==> src/mpsc_pkg.sv <==
// package: power-state controller constants and state encoding
package mpsc_pkg;
   typedef enum logic [3:0] {
      full_power_active,
      reduced_voltage_active,
      low_voltage_active,
      cpu_gated_peripheral_state,
      shutdown_state,
      full_power_clock_gated_wait,
      reduced_voltage_clock_gated_wait,
      low_voltage_clock_gated_wait,
      full_power_sleep,
      reduced_voltage_sleep,
      low_voltage_sleep
   } mpsc_state_e;

   // software request codes
   localparam logic [2:0] REQ_NONE       = 3'h0;
   localparam logic [2:0] REQ_TO_FULL    = 3'h1;
   localparam logic [2:0] REQ_TO_REDUCED = 3'h2;
   localparam logic [2:0] REQ_TO_LOW     = 3'h3;
   localparam logic [2:0] REQ_GATE_CPU   = 3'h4;
   localparam logic [2:0] REQ_SLEEP      = 3'h5;
   localparam logic [2:0] REQ_SHUTDOWN   = 3'h6;

   // processor clock limits in MHz
   localparam logic [7:0] FULL_MAX_MHZ    = 8'hB4;
   localparam logic [7:0] REDUCED_MAX_MHZ = 8'h5A;
   localparam logic [7:0] LOW_075_MAX_MHZ = 8'h14;
   localparam logic [7:0] LOW_105_MAX_MHZ = 8'h20;

   // pin counts
   localparam int GENERAL_PINS    = 30;
   localparam int PERIPH_PINS     = 10;
   localparam int BATTERY_PINS    = 3;
   localparam int TOTAL_PINS      = GENERAL_PINS + PERIPH_PINS + BATTERY_PINS;

   // sram domains
   localparam int MAIN_DOMAINS    = 10;
   localparam int PERIPH_DOMAINS  = 4;
   localparam int MAIN_BANKS      = 23;
   localparam int PERIPH_DOMAIN_KB = 2;
   localparam int BACKUP_BYTES    = 32;

   // main sram domain sizes in KB and bank counts, index 0 first
   localparam int MAIN_KB   [MAIN_DOMAINS] = '{4, 4, 4, 4, 16, 32, 64, 64,
                                               64, 64};
   localparam int MAIN_NBANK[MAIN_DOMAINS] = '{1, 1, 1, 1, 1, 2, 4, 4, 4, 4};
   localparam int MAIN_BANK0[MAIN_DOMAINS] = '{0, 1, 2, 3, 4, 5, 7, 11,
                                               15, 19};

   // wakeup latencies
   localparam int CLK_MHZ          = 100;
   localparam int FULL_WAKE_US_X10 = 12000;
   localparam int LOW_WAKE_US      = 200;
   localparam int FULL_WAKE_CYC    = FULL_WAKE_US_X10 * CLK_MHZ / 10;
   localparam int LOW_WAKE_CYC     = LOW_WAKE_US * CLK_MHZ;
   localparam int REDUCED_WAKE_CYC = FULL_WAKE_CYC;
   localparam int WAKE_CNT_W       = 18;
endpackage

==> src/mpsc_power_state_ctrl.sv <==
// top: processor subsystem power-state sequencer
`timescale 1ns/1ns
`default_nettype none
// Notes on behaviour
// - after reset enter full power active
// - only software requests move down from active
// - exits by software-enabled wakeup interrupts; gated state also by periph_irq
// - wake returns to the entering active level
// - full power allows 180 MHz, everything on
// - full power enables 30+10+3 pins
// - reduced voltage limits clock to 90 MHz
// - low voltage limit 20 or 32 MHz
// - low voltage and gated: 13 pins usable
// - wake latency 1.2 ms full, 200 us low
// - cpu gated entry only from low voltage
// - gated state: irq wakes, periph_done triggers sleep
// - gated: main sram retained, periph sram live
// - wait instruction enters matching clock-gated wait
// - upper waits wake on any armed irq, low restricted
// - each upper active level has own sleep
// - sleeps and shutdown keep battery pins only
// - leaving sleep resets peripheral configuration
// - shutdown only from full power, srams lost
// - sleeps and gated retain enabled domains, main banks per main_bank_ret
// - main sram has ten sized domains
// - periph sram four 2 KB domains
// - unused domains off, retention per bank
module mpsc_power_state_ctrl
   import mpsc_pkg::*;
#(
   parameter int FULL_WAKE    = FULL_WAKE_CYC,
   parameter int REDUCED_WAKE = REDUCED_WAKE_CYC,
   parameter int LOW_WAKE     = LOW_WAKE_CYC,
   parameter int NIRQ         = 32
)(
   input  wire logic                     core_clk,
   input  wire logic                     rst,
   input  wire logic [2:0]               sw_req,
   input  wire logic                     wait_for_interrupt_instr,
   input  wire logic                     low_supply_sc,
   input  wire logic                     supplies_set,
   input  wire logic [NIRQ-1:0]          irq,
   input  wire logic [NIRQ-1:0]          irq_wake_en,
   input  wire logic [NIRQ-1:0]          restricted_src,
   input  wire logic                     periph_irq,
   input  wire logic                     periph_done,
   input  wire logic [MAIN_DOMAINS-1:0]  main_dom_en,
   input  wire logic [MAIN_BANKS-1:0]    main_bank_ret,
   input  wire logic [PERIPH_DOMAINS-1:0] periph_dom_en,
   output logic      [3:0]               power_state,
   output logic                          cpu_clk_en,
   output logic                          cpu_power_en,
   output logic                          fast_clock_synth_sel,
   output logic      [7:0]               cpu_max_mhz,
   output logic      [GENERAL_PINS-1:0]  general_pin_en,
   output logic      [PERIPH_PINS-1:0]   peripheral_domain_pins_en,
   output logic      [BATTERY_PINS-1:0]  battery_domain_pins_en,
   output logic                          fast_periph_en,
   output logic                          periph_cfg_reset,
   output logic                          waking,
   output logic                          req_rejected,
   output logic      [MAIN_DOMAINS-1:0]  main_dom_pwr,
   output logic      [MAIN_BANKS-1:0]    main_bank_retain,
   output logic      [MAIN_BANKS-1:0]    main_bank_access,
   output logic      [PERIPH_DOMAINS-1:0] periph_dom_pwr,
   output logic      [PERIPH_DOMAINS-1:0] periph_dom_access
);
   mpsc_state_e           state_q;
   mpsc_state_e           state_d;
   mpsc_state_e           home_q;
   mpsc_state_e           home_d;
   logic [WAKE_CNT_W-1:0] wake_cnt_q;
   logic [WAKE_CNT_W-1:0] wake_cnt_d;
   logic [NIRQ-1:0]       armed_q;
   logic                  reject_d;

   // wakeup enables are latched at entry so a later change cannot wake
   wire any_enabled  = |(irq & armed_q);
   wire low_wakeable = |(irq & armed_q & restricted_src);
   wire is_active    = (state_q == full_power_active) ||
                       (state_q == reduced_voltage_active) ||
                       (state_q == low_voltage_active);
   wire in_wait      = (state_q == full_power_clock_gated_wait) ||
                       (state_q == reduced_voltage_clock_gated_wait) ||
                       (state_q == low_voltage_clock_gated_wait);
   wire in_sleep     = (state_q == full_power_sleep) ||
                       (state_q == reduced_voltage_sleep) ||
                       (state_q == low_voltage_sleep);
   wire in_low_power = in_wait | in_sleep |
                       (state_q == cpu_gated_peripheral_state) |
                       (state_q == shutdown_state);
   wire wake_busy    = (wake_cnt_q != '0);
   wire lose_all     = (state_q == shutdown_state);
   wire keep_periph  = (state_q == cpu_gated_peripheral_state);

   mpsc_state_e sleep_of;
   mpsc_state_e wait_of;
   always_comb
   begin
      sleep_of = full_power_sleep;
      wait_of  = full_power_clock_gated_wait;
      unique case (state_q)
         reduced_voltage_active:
         begin
            sleep_of = reduced_voltage_sleep;
            wait_of  = reduced_voltage_clock_gated_wait;
         end
         low_voltage_active:
         begin
            sleep_of = low_voltage_sleep;
            wait_of  = low_voltage_clock_gated_wait;
         end
         default:
         begin
            sleep_of = full_power_sleep;
            wait_of  = full_power_clock_gated_wait;
         end
      endcase
   end

   function automatic logic [WAKE_CNT_W-1:0] wake_len(input mpsc_state_e s);
      unique case (s)
         full_power_active:      return WAKE_CNT_W'(FULL_WAKE);
         reduced_voltage_active: return WAKE_CNT_W'(REDUCED_WAKE);
         default:                return WAKE_CNT_W'(LOW_WAKE);
      endcase
   endfunction

   always_comb
   begin
      state_d    = state_q;
      home_d     = home_q;
      wake_cnt_d = wake_busy ? wake_cnt_q - 1'b1 : wake_cnt_q;
      reject_d   = 1'b0;
      if (is_active && !wake_busy)
      begin
         // only software moves the state downward
         if (wait_for_interrupt_instr)
         begin
            state_d = wait_of;
            home_d  = state_q;
         end
         else
         begin
            unique case (sw_req)
               REQ_NONE:
               begin
               end
               REQ_TO_FULL:
                  state_d = full_power_active;
               REQ_TO_REDUCED:
                  state_d = reduced_voltage_active;
               REQ_TO_LOW:
                  // supplies must be chosen first
                  if (supplies_set)
                     state_d = low_voltage_active;
                  else
                     reject_d = 1'b1;
               REQ_GATE_CPU:
                  if (state_q == low_voltage_active)
                  begin
                     state_d = cpu_gated_peripheral_state;
                     home_d  = low_voltage_active;
                  end
                  else
                     reject_d = 1'b1;
               REQ_SLEEP:
               begin
                  state_d = sleep_of;
                  home_d  = state_q;
               end
               REQ_SHUTDOWN:
                  if (state_q == full_power_active)
                     state_d = shutdown_state;
                  else
                     reject_d = 1'b1;
               default:
                  reject_d = 1'b1;
            endcase
         end
      end
      else if (in_wait)
      begin
         // upper waits take any armed irq, low wait a restricted set
         if ((state_q == low_voltage_clock_gated_wait) ? low_wakeable
                                                       : any_enabled)
         begin
            state_d    = home_q;
            wake_cnt_d = wake_len(home_q);
         end
      end
      else if (in_sleep || state_q == shutdown_state)
      begin
         if (any_enabled)
         begin
            // shutdown restarts at full power, as after reset
            state_d    = in_sleep ? home_q : full_power_active;
            wake_cnt_d = wake_len(state_d);
         end
      end
      else if (state_q == cpu_gated_peripheral_state)
      begin
         // peripheral irq wakes; finished work goes to sleep
         if (periph_irq || any_enabled)
         begin
            state_d    = low_voltage_active;
            wake_cnt_d = wake_len(low_voltage_active);
         end
         else if (periph_done)
         begin
            state_d = low_voltage_sleep;
            home_d  = low_voltage_active;
         end
      end
   end

   wire leaving_sleep = (in_sleep || lose_all) && (state_d != state_q);

   wire [7:0] max_mhz_d =
      (state_d == full_power_active)      ? FULL_MAX_MHZ :
      (state_d == reduced_voltage_active) ? REDUCED_MAX_MHZ :
      (state_d == low_voltage_active)     ?
         (low_supply_sc ? LOW_105_MAX_MHZ : LOW_075_MAX_MHZ) :
      8'h00;
   wire full_pins_d  = (state_d == full_power_active) ||
                       (state_d == reduced_voltage_active) ||
                       (state_d == full_power_clock_gated_wait) ||
                       (state_d == reduced_voltage_clock_gated_wait);
   wire periph_pins_d = full_pins_d ||
                        (state_d == low_voltage_active) ||
                        (state_d == low_voltage_clock_gated_wait) ||
                        (state_d == cpu_gated_peripheral_state);
   wire cpu_pwr_d    = !((state_d == cpu_gated_peripheral_state) ||
                         (state_d == shutdown_state) ||
                         (state_d == full_power_sleep) ||
                         (state_d == reduced_voltage_sleep) ||
                         (state_d == low_voltage_sleep));
   wire cpu_clk_d    = (state_d == full_power_active) ||
                       (state_d == reduced_voltage_active) ||
                       (state_d == low_voltage_active);
   wire fast_sel_d   = full_pins_d;
   wire in_lp_d      = !cpu_clk_d && (state_d != full_power_clock_gated_wait)
                       && (state_d != reduced_voltage_clock_gated_wait)
                       && (state_d != low_voltage_clock_gated_wait);

   always_ff @(posedge core_clk)
   begin
      if (rst)
      begin
         state_q    <= full_power_active;
         home_q     <= full_power_active;
         wake_cnt_q <= '0;
         armed_q    <= '0;
      end
      else
      begin
         state_q    <= state_d;
         home_q     <= home_d;
         wake_cnt_q <= wake_cnt_d;
         // enables are captured while active, frozen once asleep
         armed_q    <= in_low_power ? armed_q : irq_wake_en;
      end
   end

   always_ff @(posedge core_clk)
   begin
      if (rst)
      begin
         power_state               <= 4'h0;
         cpu_clk_en                <= 1'b1;
         cpu_power_en              <= 1'b1;
         fast_clock_synth_sel      <= 1'b1;
         cpu_max_mhz               <= FULL_MAX_MHZ;
         general_pin_en            <= '1;
         peripheral_domain_pins_en <= '1;
         battery_domain_pins_en    <= '1;
         fast_periph_en            <= 1'b1;
         periph_cfg_reset          <= 1'b0;
         waking                    <= 1'b0;
         req_rejected              <= 1'b0;
      end
      else
      begin
         power_state               <= state_d;
         cpu_clk_en                <= cpu_clk_d;
         cpu_power_en              <= cpu_pwr_d;
         fast_clock_synth_sel      <= fast_sel_d;
         cpu_max_mhz               <= max_mhz_d;
         general_pin_en            <= {GENERAL_PINS{full_pins_d}};
         peripheral_domain_pins_en <= {PERIPH_PINS{periph_pins_d}};
         battery_domain_pins_en    <= '1;
         fast_periph_en            <= full_pins_d;
         periph_cfg_reset          <= leaving_sleep;
         waking                    <= (wake_cnt_d != '0);
         req_rejected              <= reject_d;
      end
   end

   mpsc_sram_power u_sram
   (
      .core_clk          (core_clk),
      .rst               (rst),
      .low_power         (in_lp_d),
      .lose_srams        (state_d == shutdown_state),
      .main_dom_en       (main_dom_en),
      .main_bank_ret     (main_bank_ret),
      .periph_dom_en     (periph_dom_en),
      .periph_keep_live  (keep_periph || state_d ==
                          cpu_gated_peripheral_state),
      .main_dom_pwr      (main_dom_pwr),
      .main_bank_retain  (main_bank_retain),
      .main_bank_access  (main_bank_access),
      .periph_dom_pwr    (periph_dom_pwr),
      .periph_dom_access (periph_dom_access)
   );
endmodule
`default_nettype wire

==> src/mpsc_sram_power.sv <==
// sram power domain and per-bank retention control
`timescale 1ns/1ns
`default_nettype none
module mpsc_sram_power
   import mpsc_pkg::*;
#(
   parameter int NMAIN   = MAIN_DOMAINS,
   parameter int NPERIPH = PERIPH_DOMAINS,
   parameter int NBANKS  = MAIN_BANKS
)(
   input  wire logic               core_clk,
   input  wire logic               rst,
   input  wire logic               low_power,
   input  wire logic               lose_srams,
   input  wire logic [NMAIN-1:0]   main_dom_en,
   input  wire logic [NBANKS-1:0]  main_bank_ret,
   input  wire logic [NPERIPH-1:0] periph_dom_en,
   input  wire logic               periph_keep_live,
   output logic      [NMAIN-1:0]   main_dom_pwr,
   output logic      [NBANKS-1:0]  main_bank_retain,
   output logic      [NBANKS-1:0]  main_bank_access,
   output logic      [NPERIPH-1:0] periph_dom_pwr,
   output logic      [NPERIPH-1:0] periph_dom_access
);
   logic [NMAIN-1:0]   main_pwr_d;
   logic [NBANKS-1:0]  ret_d;
   logic [NBANKS-1:0]  acc_d;
   logic [NPERIPH-1:0] per_pwr_d;
   logic [NPERIPH-1:0] per_acc_d;

   genvar g;
   generate
      for (g = 0; g < NMAIN; g++)
      begin : g_main
         // unused domains lose contents; shutdown loses all
         assign main_pwr_d[g] = main_dom_en[g] & ~lose_srams;
      end
      for (g = 0; g < NBANKS; g++)
      begin : g_bank
         // retention is per bank; retained banks are not accessible
         assign ret_d[g] = low_power & ~lose_srams & main_bank_ret[g];
         assign acc_d[g] = ~low_power;
      end
      for (g = 0; g < NPERIPH; g++)
      begin : g_per
         // each 2 KB single-bank domain is powered separately
         assign per_pwr_d[g] = periph_dom_en[g] & ~lose_srams;
         assign per_acc_d[g] = per_pwr_d[g] & (~low_power | periph_keep_live);
      end
   endgenerate

   always_ff @(posedge core_clk)
   begin
      if (rst)
      begin
         main_dom_pwr      <= '1;
         main_bank_retain  <= '0;
         main_bank_access  <= '1;
         periph_dom_pwr    <= '1;
         periph_dom_access <= '1;
      end
      else
      begin
         main_dom_pwr      <= main_pwr_d;
         main_bank_retain  <= ret_d & main_bank_pwr(main_pwr_d);
         main_bank_access  <= acc_d & main_bank_pwr(main_pwr_d);
         periph_dom_pwr    <= per_pwr_d;
         periph_dom_access <= per_acc_d;
      end
   end

   // expand domain power onto the banks that make it up
   function automatic logic [NBANKS-1:0] main_bank_pwr(
      input logic [NMAIN-1:0] dom);
      logic [NBANKS-1:0] b;
      b = '0;
      for (int d = 0; d < NMAIN; d++)
         for (int k = 0; k < MAIN_NBANK[d]; k++)
            b[MAIN_BANK0[d] + k] = dom[d];
      return b;
   endfunction
endmodule
`default_nettype wire

==> config.mk <==
export PLATFORM = sky130hd
export DESIGN_NAME = mpsc_power_state_ctrl
export DESIGN_NICKNAME = d
export VERILOG_FILES = /design/src/mpsc_pkg.sv /design/src/mpsc_power_state_ctrl.sv /design/src/mpsc_sram_power.sv
export SDC_FILE = /design/constraint.sdc
export NUM_CORES = 1
export LEC_CHECK = 0
export BUFFER_PORTS_ARGS = -buffer_cell sky130_fd_sc_hd__buf_2
export CORE_MARGIN = 1.5
export CORE_UTILIZATION = 50
export DETAILED_ROUTE_END_ITERATION = 10
export GPL_TIMING_DRIVEN = 0
export HOLD_SLACK_MARGIN = 0.02
export PLACE_DENSITY = 0.84
export SYNTH_ARGS = -nofsm -noshare
export SYNTH_HDL_FRONTEND = slang
export SYNTH_SLANG_ARGS = --single-unit
==> constraint.sdc <==
create_clock -name core_clk -period 8.35 [get_ports core_clk]
set_input_delay 0.4175 -clock core_clk [delete_from_list [all_inputs] [get_ports core_clk]]
set_output_delay 0.4175 -clock core_clk [all_outputs]
set_load 0.05 [all_outputs]
# After elaboration in Yosys (flattened, before gate mapping)
# Index checks and enable logic that the tools add are counted.
# totals
latch_bits,0
memories,0
register_bits,138
in_bits,143
mem_bits_rw,0
mem_bits_ro,0
elab_cells,202
# classes
shifts,0
n_eq_ne,37
n_mux,43
bitwise_logic,54
n_div,0
reduce_logical,47
n_mul,0
n_addsub,1
order_cmp,0
# ops
operator,n
$mux 18,8
$mux 4,21
$and 32x32->32,2
$reduce_or 32->1,2
$and 23x23->23,2
$and 1x1->1,42
$reduce_bool 18->1,2
$mux 17,2
$eq 4x3->1 const B,8
$eq 4x4->1 const B,6
$pmux 4 s6,1
$logic_or 1x1->1,20
$sub 18x1->18 const B,1
$eq 4x1->1 const B,4
$eq 4x2->1 const B,4
$logic_not 4->1,4
$mux 6,2
$ne 4x3->1 const B,3
$eq 3x3->1 const B,3
$pmux 2 s2,2
$pmux 4 s2,1
$reduce_or 4->1,2
$mux 7,1
$reduce_and 7->1,1
17 further kinds,38

# Logic depth before layout (Yosys ltp)
# Gate-level depths: netlist (run 1).
# logic_depth
word_depth,18
ltp_mapped,12
depth_no_buf,10

# Modules after synthesis
# Synthesis (run 1) repeated with hierarchy kept, for this count alone.
# unflattened
cells_unflattened,708
hier_area_um2,6048.3
# modules_own_cells
module,seq_area_each_um2,cells_per_inst,area_each_um2,instances
mpsc_power_state_ctrl,1401.3,569,4386.7,1
mpsc_sram_power,1021.0,139,1661.6,1

# Least setup slack after synthesis (run 1)
# OpenSTA, ideal clock, no wires.
# synth_timing
kind,register -> register
from,"register, netlist name power_state[2]"
to,register u_sram.main_dom_pwr[0]
arrival_time_ns,2.938
period_less_slack_ns,3.053
stages_incl_launch_ff,12
path_slack_ns,5.297
path_buffers,2
required_ns,8.235
cell_sequence,dfxtp_1 > buf_4 > and2b_1 > nand3_1 > nor4_1 > nand3_1 > a311oi_2 > a311oi_4 > nor3_4 > nand3_1 > buf_4 > o21a_1
# synth_lines
item,line,text
to (signal assigned),mpsc_sram_power.sv:64,main_dom_pwr <= main_pwr_d;
to (decl),mpsc_sram_power.sv:19,"output logic [NMAIN-1:0] main_dom_pwr,"

# Final worst setup path (run 1)
# layout_timing
from,register wake_cnt_q[3]
to,register u_sram.main_bank_access[1]
# layout_between
elab_chain_len,13
# layout_rtl
item,line,text
from (decl),mpsc_power_state_ctrl.sv:72,logic [WAKE_CNT_W-1:0] wake_cnt_q;
from (signal assigned),mpsc_power_state_ctrl.sv:259,wake_cnt_q <= wake_cnt_d;
$reduce_bool 18->1 *,mpsc_power_state_ctrl.sv:92,wire wake_busy = (wake_cnt_q != '0);
$logic_not 1->1 *,mpsc_power_state_ctrl.sv:135,if (is_active && !wake_busy)
$logic_and 1x1->1 *,mpsc_power_state_ctrl.sv:135,
$mux 4 *,mpsc_power_state_ctrl.sv:135,
$eq 4x1->1 / $logic_not 4->1 (equally long branches),"mpsc_power_state_ctrl.sv:239, mpsc_power_state_ctrl.sv:238",
$logic_or 1x1->1,mpsc_power_state_ctrl.sv:238,wire cpu_clk_d = (state_d == full_power_active) ||
$logic_or 1x1->1,mpsc_power_state_ctrl.sv:239,(state_d == reduced_voltage_active) ||
$logic_not 1->1,mpsc_power_state_ctrl.sv:242,wire in_lp_d = !cpu_clk_d && (state_d != full_power_clock_gated_wait)
$logic_and 1x1->1,mpsc_power_state_ctrl.sv:242,
$logic_and 1x1->1,mpsc_power_state_ctrl.sv:243,&& (state_d != reduced_voltage_clock_gated_wait)
$logic_and 1x1->1,mpsc_power_state_ctrl.sv:244,&& (state_d != low_voltage_clock_gated_wait);
$not 1->1,mpsc_sram_power.sv:42,assign acc_d[g] = ~low_power;
$and 23x23->23 *,mpsc_sram_power.sv:66,main_bank_access <= acc_d & main_bank_pwr(main_pwr_d);
to (signal assigned),mpsc_sram_power.sv:66,
to (decl),mpsc_sram_power.sv:21,"output logic [NBANKS-1:0] main_bank_access,"
# Every way passes the cells marked *; elsewhere a longest branch is shown, timed or not.
# A chain may end at the register's enable or synchronous reset.

==> qor.json, run 1 <==
{
  "hold_violations": 0,
  "area_delta_synth_final_pct": 34.2,
  "tritoncts_clock_tree": "done",
  "worstMarginPinSlew_ps": 950,
  "worst-r2r-setup-slack_ps": 4870,
  "layout_setup_ws_ps": 4870,
  "grt_util_met3": 0.0847,
  "post_cts.repair.setup_buffers": 0,
  "endpoint_kind": "register",
  "grt_start_max_net_pins": 33,
  "postSynthCellCount": 758,
  "worstHoldPathType": "input pin to register",
  "detailedRoute.firstIterationViolations": 549,
  "minimum_clock_period_after_layout_ps": 3480,
  "cp_data_required_time_ps": 8700,
  "netlist_top_cells_count": "sky130_fd_sc_hd__nand2_1, sky130_fd_sc_hd__dfxtp_1, sky130_fd_sc_hd__buf_4, sky130_fd_sc_hd__a21oi_1, sky130_fd_sc_hd__nor2_1",
  "die_height_um": 114,
  "die_w_um": 114,
  "initial_standard_cell_utilization_of_the_core": 0.514,
  "max_freq_mhz": 288,
  "start_kind": "register",
  "holdBufCountCts": 0,
  "worst-r2r-cell-count": 9,
  "power_density_mw_per_mm2": 375,
  "vdd.ir_drop.worst_mv": 0.165,
  "post-synth-top-area-cell": "sky130_fd_sc_hd__dfxtp_1",
  "timing.setup.tns_ps": 0,
  "root_buffer_master": "sky130_fd_sc_hd__clkbuf_16",
  "route.vias.total": 6692,
  "r2r_start": "wake_cnt_q[3]",
  "worst_hold_path.endpoint": "u_sram.main_bank_retain[0]",
  "firstDrtPassIters": 8,
  "final_area_mm2": 0.00832,
  "slew_headroom": 0.366,
  "clock_tree.htree_level_count": 4,
  "yosysMostFrequentCell": "sky130_fd_sc_hd__nand2_1",
  "synthArstFlopShare": 0,
  "holdCritStartpoint": "main_bank_ret[0]",
  "placement.io_buffers": 260,
  "global_route_wire_length_before_repair_um": 30900,
  "synth_seq_cells": 121,
  "max-clock-path-buffers": 2,
  "tritoncts.num_buffers": 17,
  "insertedDiodeCount": 0,
  "preCtsSetupSlack_ps": 4840,
  "number_of_antenna_violations_at_the_first_check_in_global_routing": 0,
  "synth.cell_area_mm2": 0.00620,
  "timing.clock.skew_ps": 8.99,
  "placement_rows": 40,
  "synth_top_area_share": 0.391,
  "final-setup-viol-count": 0,
  "track_usage": 0.305,
  "synth_seq_area_share": 0.391,
  "dpl.hpwl_um": 15500,
  "nNetsFinal": 1183,
  "worstPathArrival_ps": 3830,
  "rsz0062_at_grt": "false",
  "placed_cell_area_mm2": 0.00772,
  "die_area_mm2": 0.0131,
  "clk_transition_reported_paths_ps": 60,
  "core_mm2": 0.0121,
  "grt_pass1_vias": 6146,
  "synthFlopType": "sky130_fd_sc_hd__dfxtp_1",
  "yosys.cell_types.count": 72,
  "crit_fanout": 10,
  "design.portCount": 269,
  "route.detailed.wl_per_inst_um": 16.6,
  "globalplace.congestion": 0.939,
  "grt.overflow.total": 0,
  "ys_warn_count": 0,
  "grt.busiest_layer": "met2",
  "synth.top_cells.by_area": "sky130_fd_sc_hd__dfxtp_1, sky130_fd_sc_hd__buf_4, sky130_fd_sc_hd__nand2_1",
  "criticalPathCategory": "register to register",
  "clock_insertion_delay_worst_skew_ps": 420,
  "layout_worst_path_cycle_share": 0.416,
  "regToRegEndpoint": "u_sram.main_bank_access[1]",
  "share_of_post_route_cells_with_drive_strength_above_1": 0.383,
  "status": "finished, final reports clean",
  "drc": 0,
  "fin_cells": 1220,
  "globalRouteMet2Util": 0.535,
  "finalMaxSlewViolations": 0,
  "layout.filler_cells": 1022,
  "cts_sinks": 121,
  "synth_enable_flop_cells": 0,
  "power_w": 0.00312,
  "postCtsResizedCells": 0,
  "route.detailed.vias_per_inst": 5.49,
  "synth.avg_cell_area_um2": 8.18,
  "final_antenna_net_count": 0,
  "numPlacedInstances": 1188,
  "maxCapViolations": 0,
  "p_leak_nw": 3.76,
  "min_path_cells": 3,
  "grt_util_met1": 0.357,
  "drt_wl_total_um": 20300
}
-- metrics by stage --
step / utilization / hold slack, ps
after floorplan: - / 445
after global placement: 0.640 / 453
after detailed placement: 0.640 / 463
after CTS: 0.690 / 224
after global routing: 0.690 / 224
final: 0.690 / 233
-- layout by cell type (no fill, tap or decap), drive strengths merged, types with 6 or more instances in the layout --
cell and n:
a21oi 65, xor2 8, nand2 125, clkbuf 47
nor3 41, nand2b 6, inv 15, and2 9
o21a 14, a21o 20, a221oi 7, o21ai 22
buf 328, nand3 42, a22oi 9, a31oi 8
or3 7, nor2 54, and3 6, nand4 10
dfxtp 121, nor4 11
-- cells by family after synthesis --
| family | count (synthesis) | synth area share |
|---|---|---|
| xor+xnor | 13 | 0.0184 |
| other cells | 2 | 0.00121 |
| simple gates | 328 | 0.271 |
| mux | 2 | 0.00323 |
| flops | 121 | 0.391 |
| compound gates | 183 | 0.208 |
| fa+ha+maj | 1 | 0.00202 |
| buf+inv | 108 | 0.106 |
-- registers in the layout (all words and copies together) (netlist names) --
| signal | cells |
|---|---|
| cpu_max_mhz | 5 |
| u_sram.periph_dom_access | 4 |
| u_sram.main_bank_access | 10 |
| u_sram.periph_dom_pwr | 4 |
| cpu_clk_en | 1 |
| cpu_power_en | 1 |
| req_rejected | 1 |
| armed_q | 32 |
| wake_cnt_q | 18 |
| u_sram.main_bank_retain | 23 |
| fast_periph_en | 1 |
| home_q | 4 |
| peripheral_domain_pins_en | 1 |
| waking | 1 |
| periph_cfg_reset | 1 |
| u_sram.main_dom_pwr | 10 |
| power_state | 4 |
-- layer usage --
layer,part of all wire,vias to the layer above
met3,0.084,65
met1,0.38,3062
li1,-,3192
met5,0,-
met2,0.51,373
met4,0.028,0
-- worst max-delay path by stage --
stage / cells after the start / from / endpoint
6_report: 9 / wake_cnt_q[3] / u_sram.main_bank_access[1]
5_1_grt: 10 / wake_cnt_q[3] / waking
4_1_cts: 9 / wake_cnt_q[3] / u_sram.main_bank_access[1]
3_5_place_dp: 11 / irq[29] / u_sram.main_bank_access[1]
3_3_place_gp: 11 / irq[29] / u_sram.main_bank_access[1]
2_1_floorplan: 11 / power_state[2] / u_sram.main_dom_pwr[0]
-- where the power goes --
part | internal [W] | switching (W)
registers | 0.000690 | 0.0000952
logic | 0.000520 | 0.00107
clock network | 0.000472 | 0.000278
-- area by class of cell --
class	count	area (um2)	share of cell area
Inverter	12	45.0	0.00541
Buffer	96	609	0.0732
Tap cell	168	210	0.0253
Timing Repair Buffer	260	1300	0.156
Multi-Input combinational cell	531	3130	0.376
Clock inverter	13	170	0.0204
Sequential cell	121	2420	0.291
Clock buffer	19	433	0.0520
-- worst max-delay path, cell delays in order (launching register included) --
cell and delay, ps:
sky130_fd_sc_hd__dfxtp_1 300, sky130_fd_sc_hd__buf_6 120, sky130_fd_sc_hd__nor4_1 540, sky130_fd_sc_hd__nand4_1 500, sky130_fd_sc_hd__nor3_4 420, sky130_fd_sc_hd__o311a_1 280
sky130_fd_sc_hd__nand3_1 240, sky130_fd_sc_hd__o21a_2 240, sky130_fd_sc_hd__a221oi_4 530, sky130_fd_sc_hd__a21o_1 230
(Power assumes the default switching activity.)
==> inputs of run 2 (changes only) <==
- CORE_UTILIZATION: 50 -> 43
- PLACE_DENSITY: 0.84 -> 0.76
- clock period: 8.35 -> 3 ns (I/O delays scaled with it)
==> run 2 against run 1 <==
- final cell count grew 9.3%
- total power grew to 2.9 times the previous value
- largest power group unchanged
- routed wire length grew 16%
- count of clock-buffer cells in the layout shrank 2
- clock power grew 140%
- die area grew 16%
- cell area grew 14%
- utilization shrank 1.3 points
- sequential power grew to 2.8 times the previous value
- highest routed layer unchanged
- sequential share of layout area shrank 3.5 points
- worst setup slack lost 4900 ps
==> qor.json, run 2 (same netlist as run 1, synthesis figures left out) <==
{
  "status": "finished, final reports clean",
  "timing.setup.tns_ps": 0,
  "p_leak_nw": 4.22,
  "placement_rows": 43,
  "grt_util_met3": 0.0853,
  "area_delta_synth_final_pct": 52.7,
  "share_clk_of_total_power": 0.202,
  "core_mm2": 0.0140,
  "grt_util_met1": 0.322,
  "track_usage": 0.296,
  "maxCapViolations": 0,
  "minimum_clock_period_after_layout_ps": 2990,
  "layout_worst_path_cycle_share": 0.998,
  "detailedRoute.firstIterationViolations": 631,
  "insertedDiodeCount": 0,
  "grt_pass1_vias": 6746,
  "worstPathArrival_ps": 3360,
  "die_height_um": 123,
  "grt.overflow.total": 0,
  "slew_headroom": 0.324,
  "drt_wl_total_um": 23500,
  "final-setup-viol-count": 0,
  "finalMaxSlewViolations": 0,
  "tritoncts_clock_tree": "done",
  "power_density_mw_per_mm2": 960,
  "route.detailed.wl_per_inst_um": 17.6,
  "grt.busiest_layer": "met2",
  "mostFrequentLayoutCells": "sky130_fd_sc_hd__buf_2, sky130_fd_sc_hd__nand2_1, sky130_fd_sc_hd__dfxtp_1",
  "seq_power_share": 0.245,
  "route.detailed.vias_per_inst": 5.40,
  "internal_power_w": 0.00485,
  "layout.filler_cells": 1108,
  "globalplace.congestion": 0.924,
  "die_w_um": 123,
  "timing.clock.skew_ps": 13.5,
  "criticalPathCategory": "register to register",
  "power.share.combinational": 0.553,
  "clk_transition_reported_paths_ps": 60,
  "share_of_post_route_cells_with_drive_strength_above_1": 0.397,
  "max_freq_mhz": 334,
  "final_area_mm2": 0.00947,
  "cp_data_required_time_ps": 3360,
  "largest_register_ffs": 32,
  "cts_sinks": 121,
  "largest_regs": "armed_q x32, u_sram.main_bank_retain x23, wake_cnt_q x18",
  "die_area_mm2": 0.0151,
  "hold_violations": 0,
  "multi_input_area_mm2": 0.00330,
  "placement.io_buffers": 260,
  "swShare": 0.466,
  "dpl.hpwl_um": 16100,
  "worstMarginPinSlew_ps": 1010,
  "p_switching_w": 0.00424,
  "globalRouteMet2Util": 0.524,
  "tritoncts.num_buffers": 17,
  "grt_start_max_net_pins": 33,
  "endpoint_kind": "register",
  "final_util": 0.677,
  "route.vias.total": 7194,
  "max-clock-path-buffers": 2,
  "start_kind": "register",
  "design.portCount": 269,
  "number_of_antenna_violations_at_the_first_check_in_global_routing": 0,
  "nNetsFinal": 1285,
  "firstDrtPassIters": 7,
  "root_buffer_master": "sky130_fd_sc_hd__clkbuf_16",
  "vdd.ir_drop.worst_mv": 0.585,
  "final_antenna_net_count": 0,
  "max_flop_register": "armed_q",
  "global_route_wire_length_before_repair_um": 34000,
  "timing.hold.ws_ps": 17.1,
  "clock_insertion_delay_worst_skew_ps": 420,
  "initial_standard_cell_utilization_of_the_core": 0.443,
  "mostFrequentLayoutCell": "sky130_fd_sc_hd__buf_2",
  "clock_tree.htree_level_count": 4,
  "crit_fanout": 5,
  "worstHoldPathType": "input pin to register",
  "drc": 0,
  "placed_cell_area_mm2": 0.00773,
  "final-seq-area_mm2": 0.00243
}
==> run 2: changes by cell type in the layout (fill, tap and decap cells not counted), sizes merged <==
cell / previous run / this run
clkinvlp: 3 / 5
bufinv: 3 / 0
buf: 328 / 356
clkinv: 4 / 7
clkbuf: 47 / 44
dlygate4sd3: 0 / 75
inv: 15 / 14
==> run 2: cell type report <==
type | count | area share
sequential | 121 | 0.257
buffer | 94 | 0.0657
inverter | 12 | 0.00476
tap | 180 | 0.0238
clock buffer | 17 | 0.0449
clock inverter | 14 | 0.0107
multi-input combinational | 531 | 0.349
timing repair buffer | 364 | 0.245
==> run 2: worst max-delay path, stage by stage (launching register included) <==
cell                        delay, ps
sky130_fd_sc_hd__dfxtp_2          340
sky130_fd_sc_hd__or4_4            560
sky130_fd_sc_hd__or3_4            380
sky130_fd_sc_hd__nor3_4           200
sky130_fd_sc_hd__buf_4            150
sky130_fd_sc_hd__a211oi_1          40
sky130_fd_sc_hd__a21o_2           310
sky130_fd_sc_hd__o21a_4           240
sky130_fd_sc_hd__a221oi_4         370
sky130_fd_sc_hd__clkbuf_16        220
sky130_fd_sc_hd__a21o_1           110
==> run 2: power groups by stage <==
| stage | Clock (W) | Sequential [W] | Combinational, W |
|---|---|---|---|
| 3_5_place_dp | 0 | 0.00222 | 0.00435 |
| 6_report | 0.00183 | 0.00222 | 0.00503 |
| 5_1_grt | 0.00193 | 0.00225 | 0.00536 |
| 4_1_cts | 0.00184 | 0.00219 | 0.00463 |
| 3_3_place_gp | 0 | 0.00220 | 0.00432 |
| 2_1_floorplan | 0 | 0.00265 | 0.00294 |
==> run 2: repair_timing <==
item                       4_1_cts  5_1_grt
hold endpoints to repair        73        0
pin swaps                        5        7
hold buffers                    75        0
setup endpoints to repair       53       62
gates cloned                     0        1
resized for setup               11       37
buffers inserted                10       18
==> run 2: final timing paths <==
| path | end | cells past startpoint | from | slack [ps] |
|---|---|---|---|---|
| hold reg to reg | armed_q[3] | 2 | armed_q[3] | 470 |
| hold / removal | armed_q[27] | 3 | irq_wake_en[27] | 20 |
| setup / recovery | u_sram.main_bank_access[21] | 10 | wake_cnt_q[12] | 5 |
| setup reg to reg | u_sram.main_bank_access[21] | 10 | wake_cnt_q[12] | 5 |
==> run 2: through the flow <==
step | instances | setup WS, ps | power, W
2_1_floorplan | 760 | 33.7 | 0.00559
3_3_place_gp | 1200 | -275 | 0.00652
3_5_place_dp | 1200 | -288 | 0.00657
4_1_cts | 1316 | -9.09 | 0.00866
5_1_grt | 1333 | -72.6 | 0.00955
6_report | 1333 | 5.20 | 0.00908
==> run 2: routing by layer <==
layer / routed length, um / vias up
met1: 8540 / 3321
met4: 954 / 0
li1: - / 3394
met2: 12000 / 402
met3: 2020 / 77
met5: 0 / -
==> inputs of run 3 (changes only) <==
- CELL_PAD_IN_SITES_DETAIL_PLACEMENT: unset -> 1
- CELL_PAD_IN_SITES_GLOBAL_PLACEMENT: unset -> 1
- CORE_UTILIZATION: 43 -> 31
- PLACE_DENSITY: 0.76 -> unset
- PLACE_DENSITY_LB_ADDON: unset -> 0.1
==> run 3 against run 2 <==
- the run now ends with negative setup slack left
- clock power rose by 11%
- sequential power hardly changed
- non-clock buffer count grew 18
- die area is 38% higher
- first-iteration DRC count decreased by 61%
- hold slack gained 8.6 ps
- register-to-register slack got worse by 40 ps
- critical path type unchanged
- largest cell class unchanged
- largest power group unchanged
==> qor.json, run 3 (same netlist as run 1, synthesis figures left out) <==
{
  "status": "complete, but fails checks",
  "failed_checks": "negative setup slack",
  "startpoint": "wake_cnt_q[13]",
  "clock_tree.htree_level_count": 4,
  "r2r_start": "wake_cnt_q[13]",
  "nNetsFinal": 1303,
  "slew_headroom": 0.289,
  "share_clk_of_total_power": 0.216,
  "tritoncts.num_buffers": 17,
  "minimum_clock_period_after_layout_ps": 3030,
  "power_w": 0.00941,
  "max-clock-path-buffers": 2,
  "timing.clock.skew_ps": 10.3,
  "clk_transition_reported_paths_ps": 60,
  "finalMaxSlewViolations": 0,
  "endpoint": "u_sram.main_bank_retain[6]",
  "max_freq_mhz": 330,
  "area_delta_synth_final_pct": 58.5,
  "swShare": 0.468,
  "final-setup-viol-count": 16,
  "power.share.combinational": 0.548,
  "initial_standard_cell_utilization_of_the_core": 0.318,
  "internal_power_w": 0.00501,
  "power_density_mw_per_mm2": 958,
  "regToRegEndpoint": "u_sram.main_bank_retain[6]",
  "firstDrtPassIters": 5,
  "final_area_mm2": 0.00983,
  "numPlacedInstances": 1285,
  "die_area_mm2": 0.0209,
  "drc": 0,
  "mostFrequentLayoutCells": "sky130_fd_sc_hd__buf_2, sky130_fd_sc_hd__nand2_1, sky130_fd_sc_hd__dfxtp_1",
  "mostFrequentLayoutCell": "sky130_fd_sc_hd__buf_2",
  "crit_fanout": 10,
  "worst-r2r-setup-slack_ps": -30,
  "track_usage": 0.250,
  "largest_regs": "armed_q x32, u_sram.main_bank_retain x23, wake_cnt_q x18",
  "cts_sinks": 121,
  "p_leak_nw": 4.33,
  "vdd.ir_drop.worst_mv": 0.441,
  "largest_register_ffs": 32,
  "hold_violations": 0,
  "p_switching_w": 0.00440,
  "endpoint_kind": "register",
  "cp_data_required_time_ps": 3280,
  "dpl.hpwl_um": 18200,
  "globalplace.congestion": 0.845,
  "maxCapViolations": 0,
  "route.vias.total": 7073,
  "die_w_um": 144,
  "grt_start_max_net_pins": 33,
  "global_route_wire_length_before_repair_um": 39500,
  "placed_cell_area_mm2": 0.00784,
  "core_mm2": 0.0195,
  "worstPathArrival_ps": 3320,
  "die_height_um": 144,
  "criticalPathCategory": "register to register",
  "design.portCount": 269,
  "layout_setup_ws_ps": -34.6,
  "grt.overflow.total": 0,
  "start_kind": "register",
  "route.detailed.vias_per_inst": 4.92,
  "route.detailed.wl_per_inst_um": 18.4,
  "root_buffer_master": "sky130_fd_sc_hd__clkbuf_16",
  "placement.io_buffers": 260,
  "number_of_antenna_violations_at_the_first_check_in_global_routing": 1,
  "worst-r2r-cell-count": 10,
  "min_path_cells": 3,
  "seq_power_share": 0.236,
  "fin_cells": 1438,
  "max_flop_register": "armed_q",
  "layout_worst_path_cycle_share": 1.01,
  "final_util": 0.503,
  "grt_pass1_vias": 7413,
  "worstMarginPinSlew_ps": 1070,
  "detailedRoute.firstIterationViolations": 243,
  "final_antenna_net_count": 0,
  "rsz0062_at_grt": "true",
  "placement_rows": 51,
  "share_of_post_route_cells_with_drive_strength_above_1": 0.400,
  "worstHoldPathType": "input pin to register",
  "clock_insertion_delay_worst_skew_ps": 430,
  "drt_wl_total_um": 26500,
  "tritoncts_clock_tree": "done"
}
-- run 3: per-layer routing --
layer / track usage / share of wire / up-vias / wire length, um
li1: - / - / 3439 / -
met1: 0.291 / 0.41 / 3397 / 11000
met2: 0.448 / 0.51 / 199 / 13600
met3: 0.0589 / 0.053 / 38 / 1410
met4: 0.0845 / 0.021 / 0 / 550
met5: 0 / 0 / - / 0
-- run 3: layout make-up --
cell class	instances	area, um2
clock inverters	14	138
multi-input cells	531	3320
inverters	12	45.0
clock buffers	18	439
plain buffers	94	628
fillers	2449	9700
diodes	1	2.50
repair buffers	382	2490
well taps	265	332
flip-flops and latches	121	2430
-- run 3: what timing repair did --
action,4_1_cts,5_1_grt
cloned,0,1
pin swaps,6,35
hold buffers,90,0
hold endpoints to repair,78,0
resized for setup,14,49
endpoints found under the setup margin,61,61
setup buffers,15,16
-- run 3: worst max-delay path, stage by stage, from the launching register on --
cell and delay, ps:
sky130_fd_sc_hd__dfxtp_2 340, sky130_fd_sc_hd__or4_4 540, sky130_fd_sc_hd__or3_4 460, sky130_fd_sc_hd__nor3_4 280, sky130_fd_sc_hd__buf_4 170, sky130_fd_sc_hd__a211oi_2 30
sky130_fd_sc_hd__a21o_2 290, sky130_fd_sc_hd__o21a_4 240, sky130_fd_sc_hd__a21oi_4 260, sky130_fd_sc_hd__buf_8 200, sky130_fd_sc_hd__nor3_2 60
-- run 3: power by group through the flow --
stage / clock network, W / logic, W / registers [W]
3_5_place_dp: 0 / 0.00448 / 0.00223
6_report: 0.00203 / 0.00516 / 0.00222
5_1_grt: 0.00214 / 0.00551 / 0.00227
3_3_place_gp: 0 / 0.00446 / 0.00222
4_1_cts: 0.00205 / 0.00479 / 0.00220
2_1_floorplan: 0 / 0.00294 / 0.00265
-- run 3: worst min path at each step --
stage                               from  slack (ps)                          to
after global placement    main_dom_en[0]         380  u_sram.main_bank_access[0]
after floorplan           main_dom_en[0]         260  u_sram.main_bank_access[0]
final                      low_supply_sc          30              cpu_max_mhz[5]
after global routing       low_supply_sc          30              cpu_max_mhz[5]
after detailed placement  main_dom_en[0]         380  u_sram.main_bank_access[0]
after CTS                  low_supply_sc          20              cpu_max_mhz[5]
-- run 3: through the flow --
| step | TNS, ps | hold slack, ps | worst slack, ps |
|---|---|---|---|
| 6_report | -386 | 25.7 | -34.6 |
| 2_1_floorplan | 0 | 260 | 33.7 |
| 3_5_place_dp | -15130 | 383 | -423 |
| 4_1_cts | 0 | 21.1 | 7.66 |
| 3_3_place_gp | -14570 | 380 | -390 |
| 5_1_grt | -3670 | 25.7 | -120 |
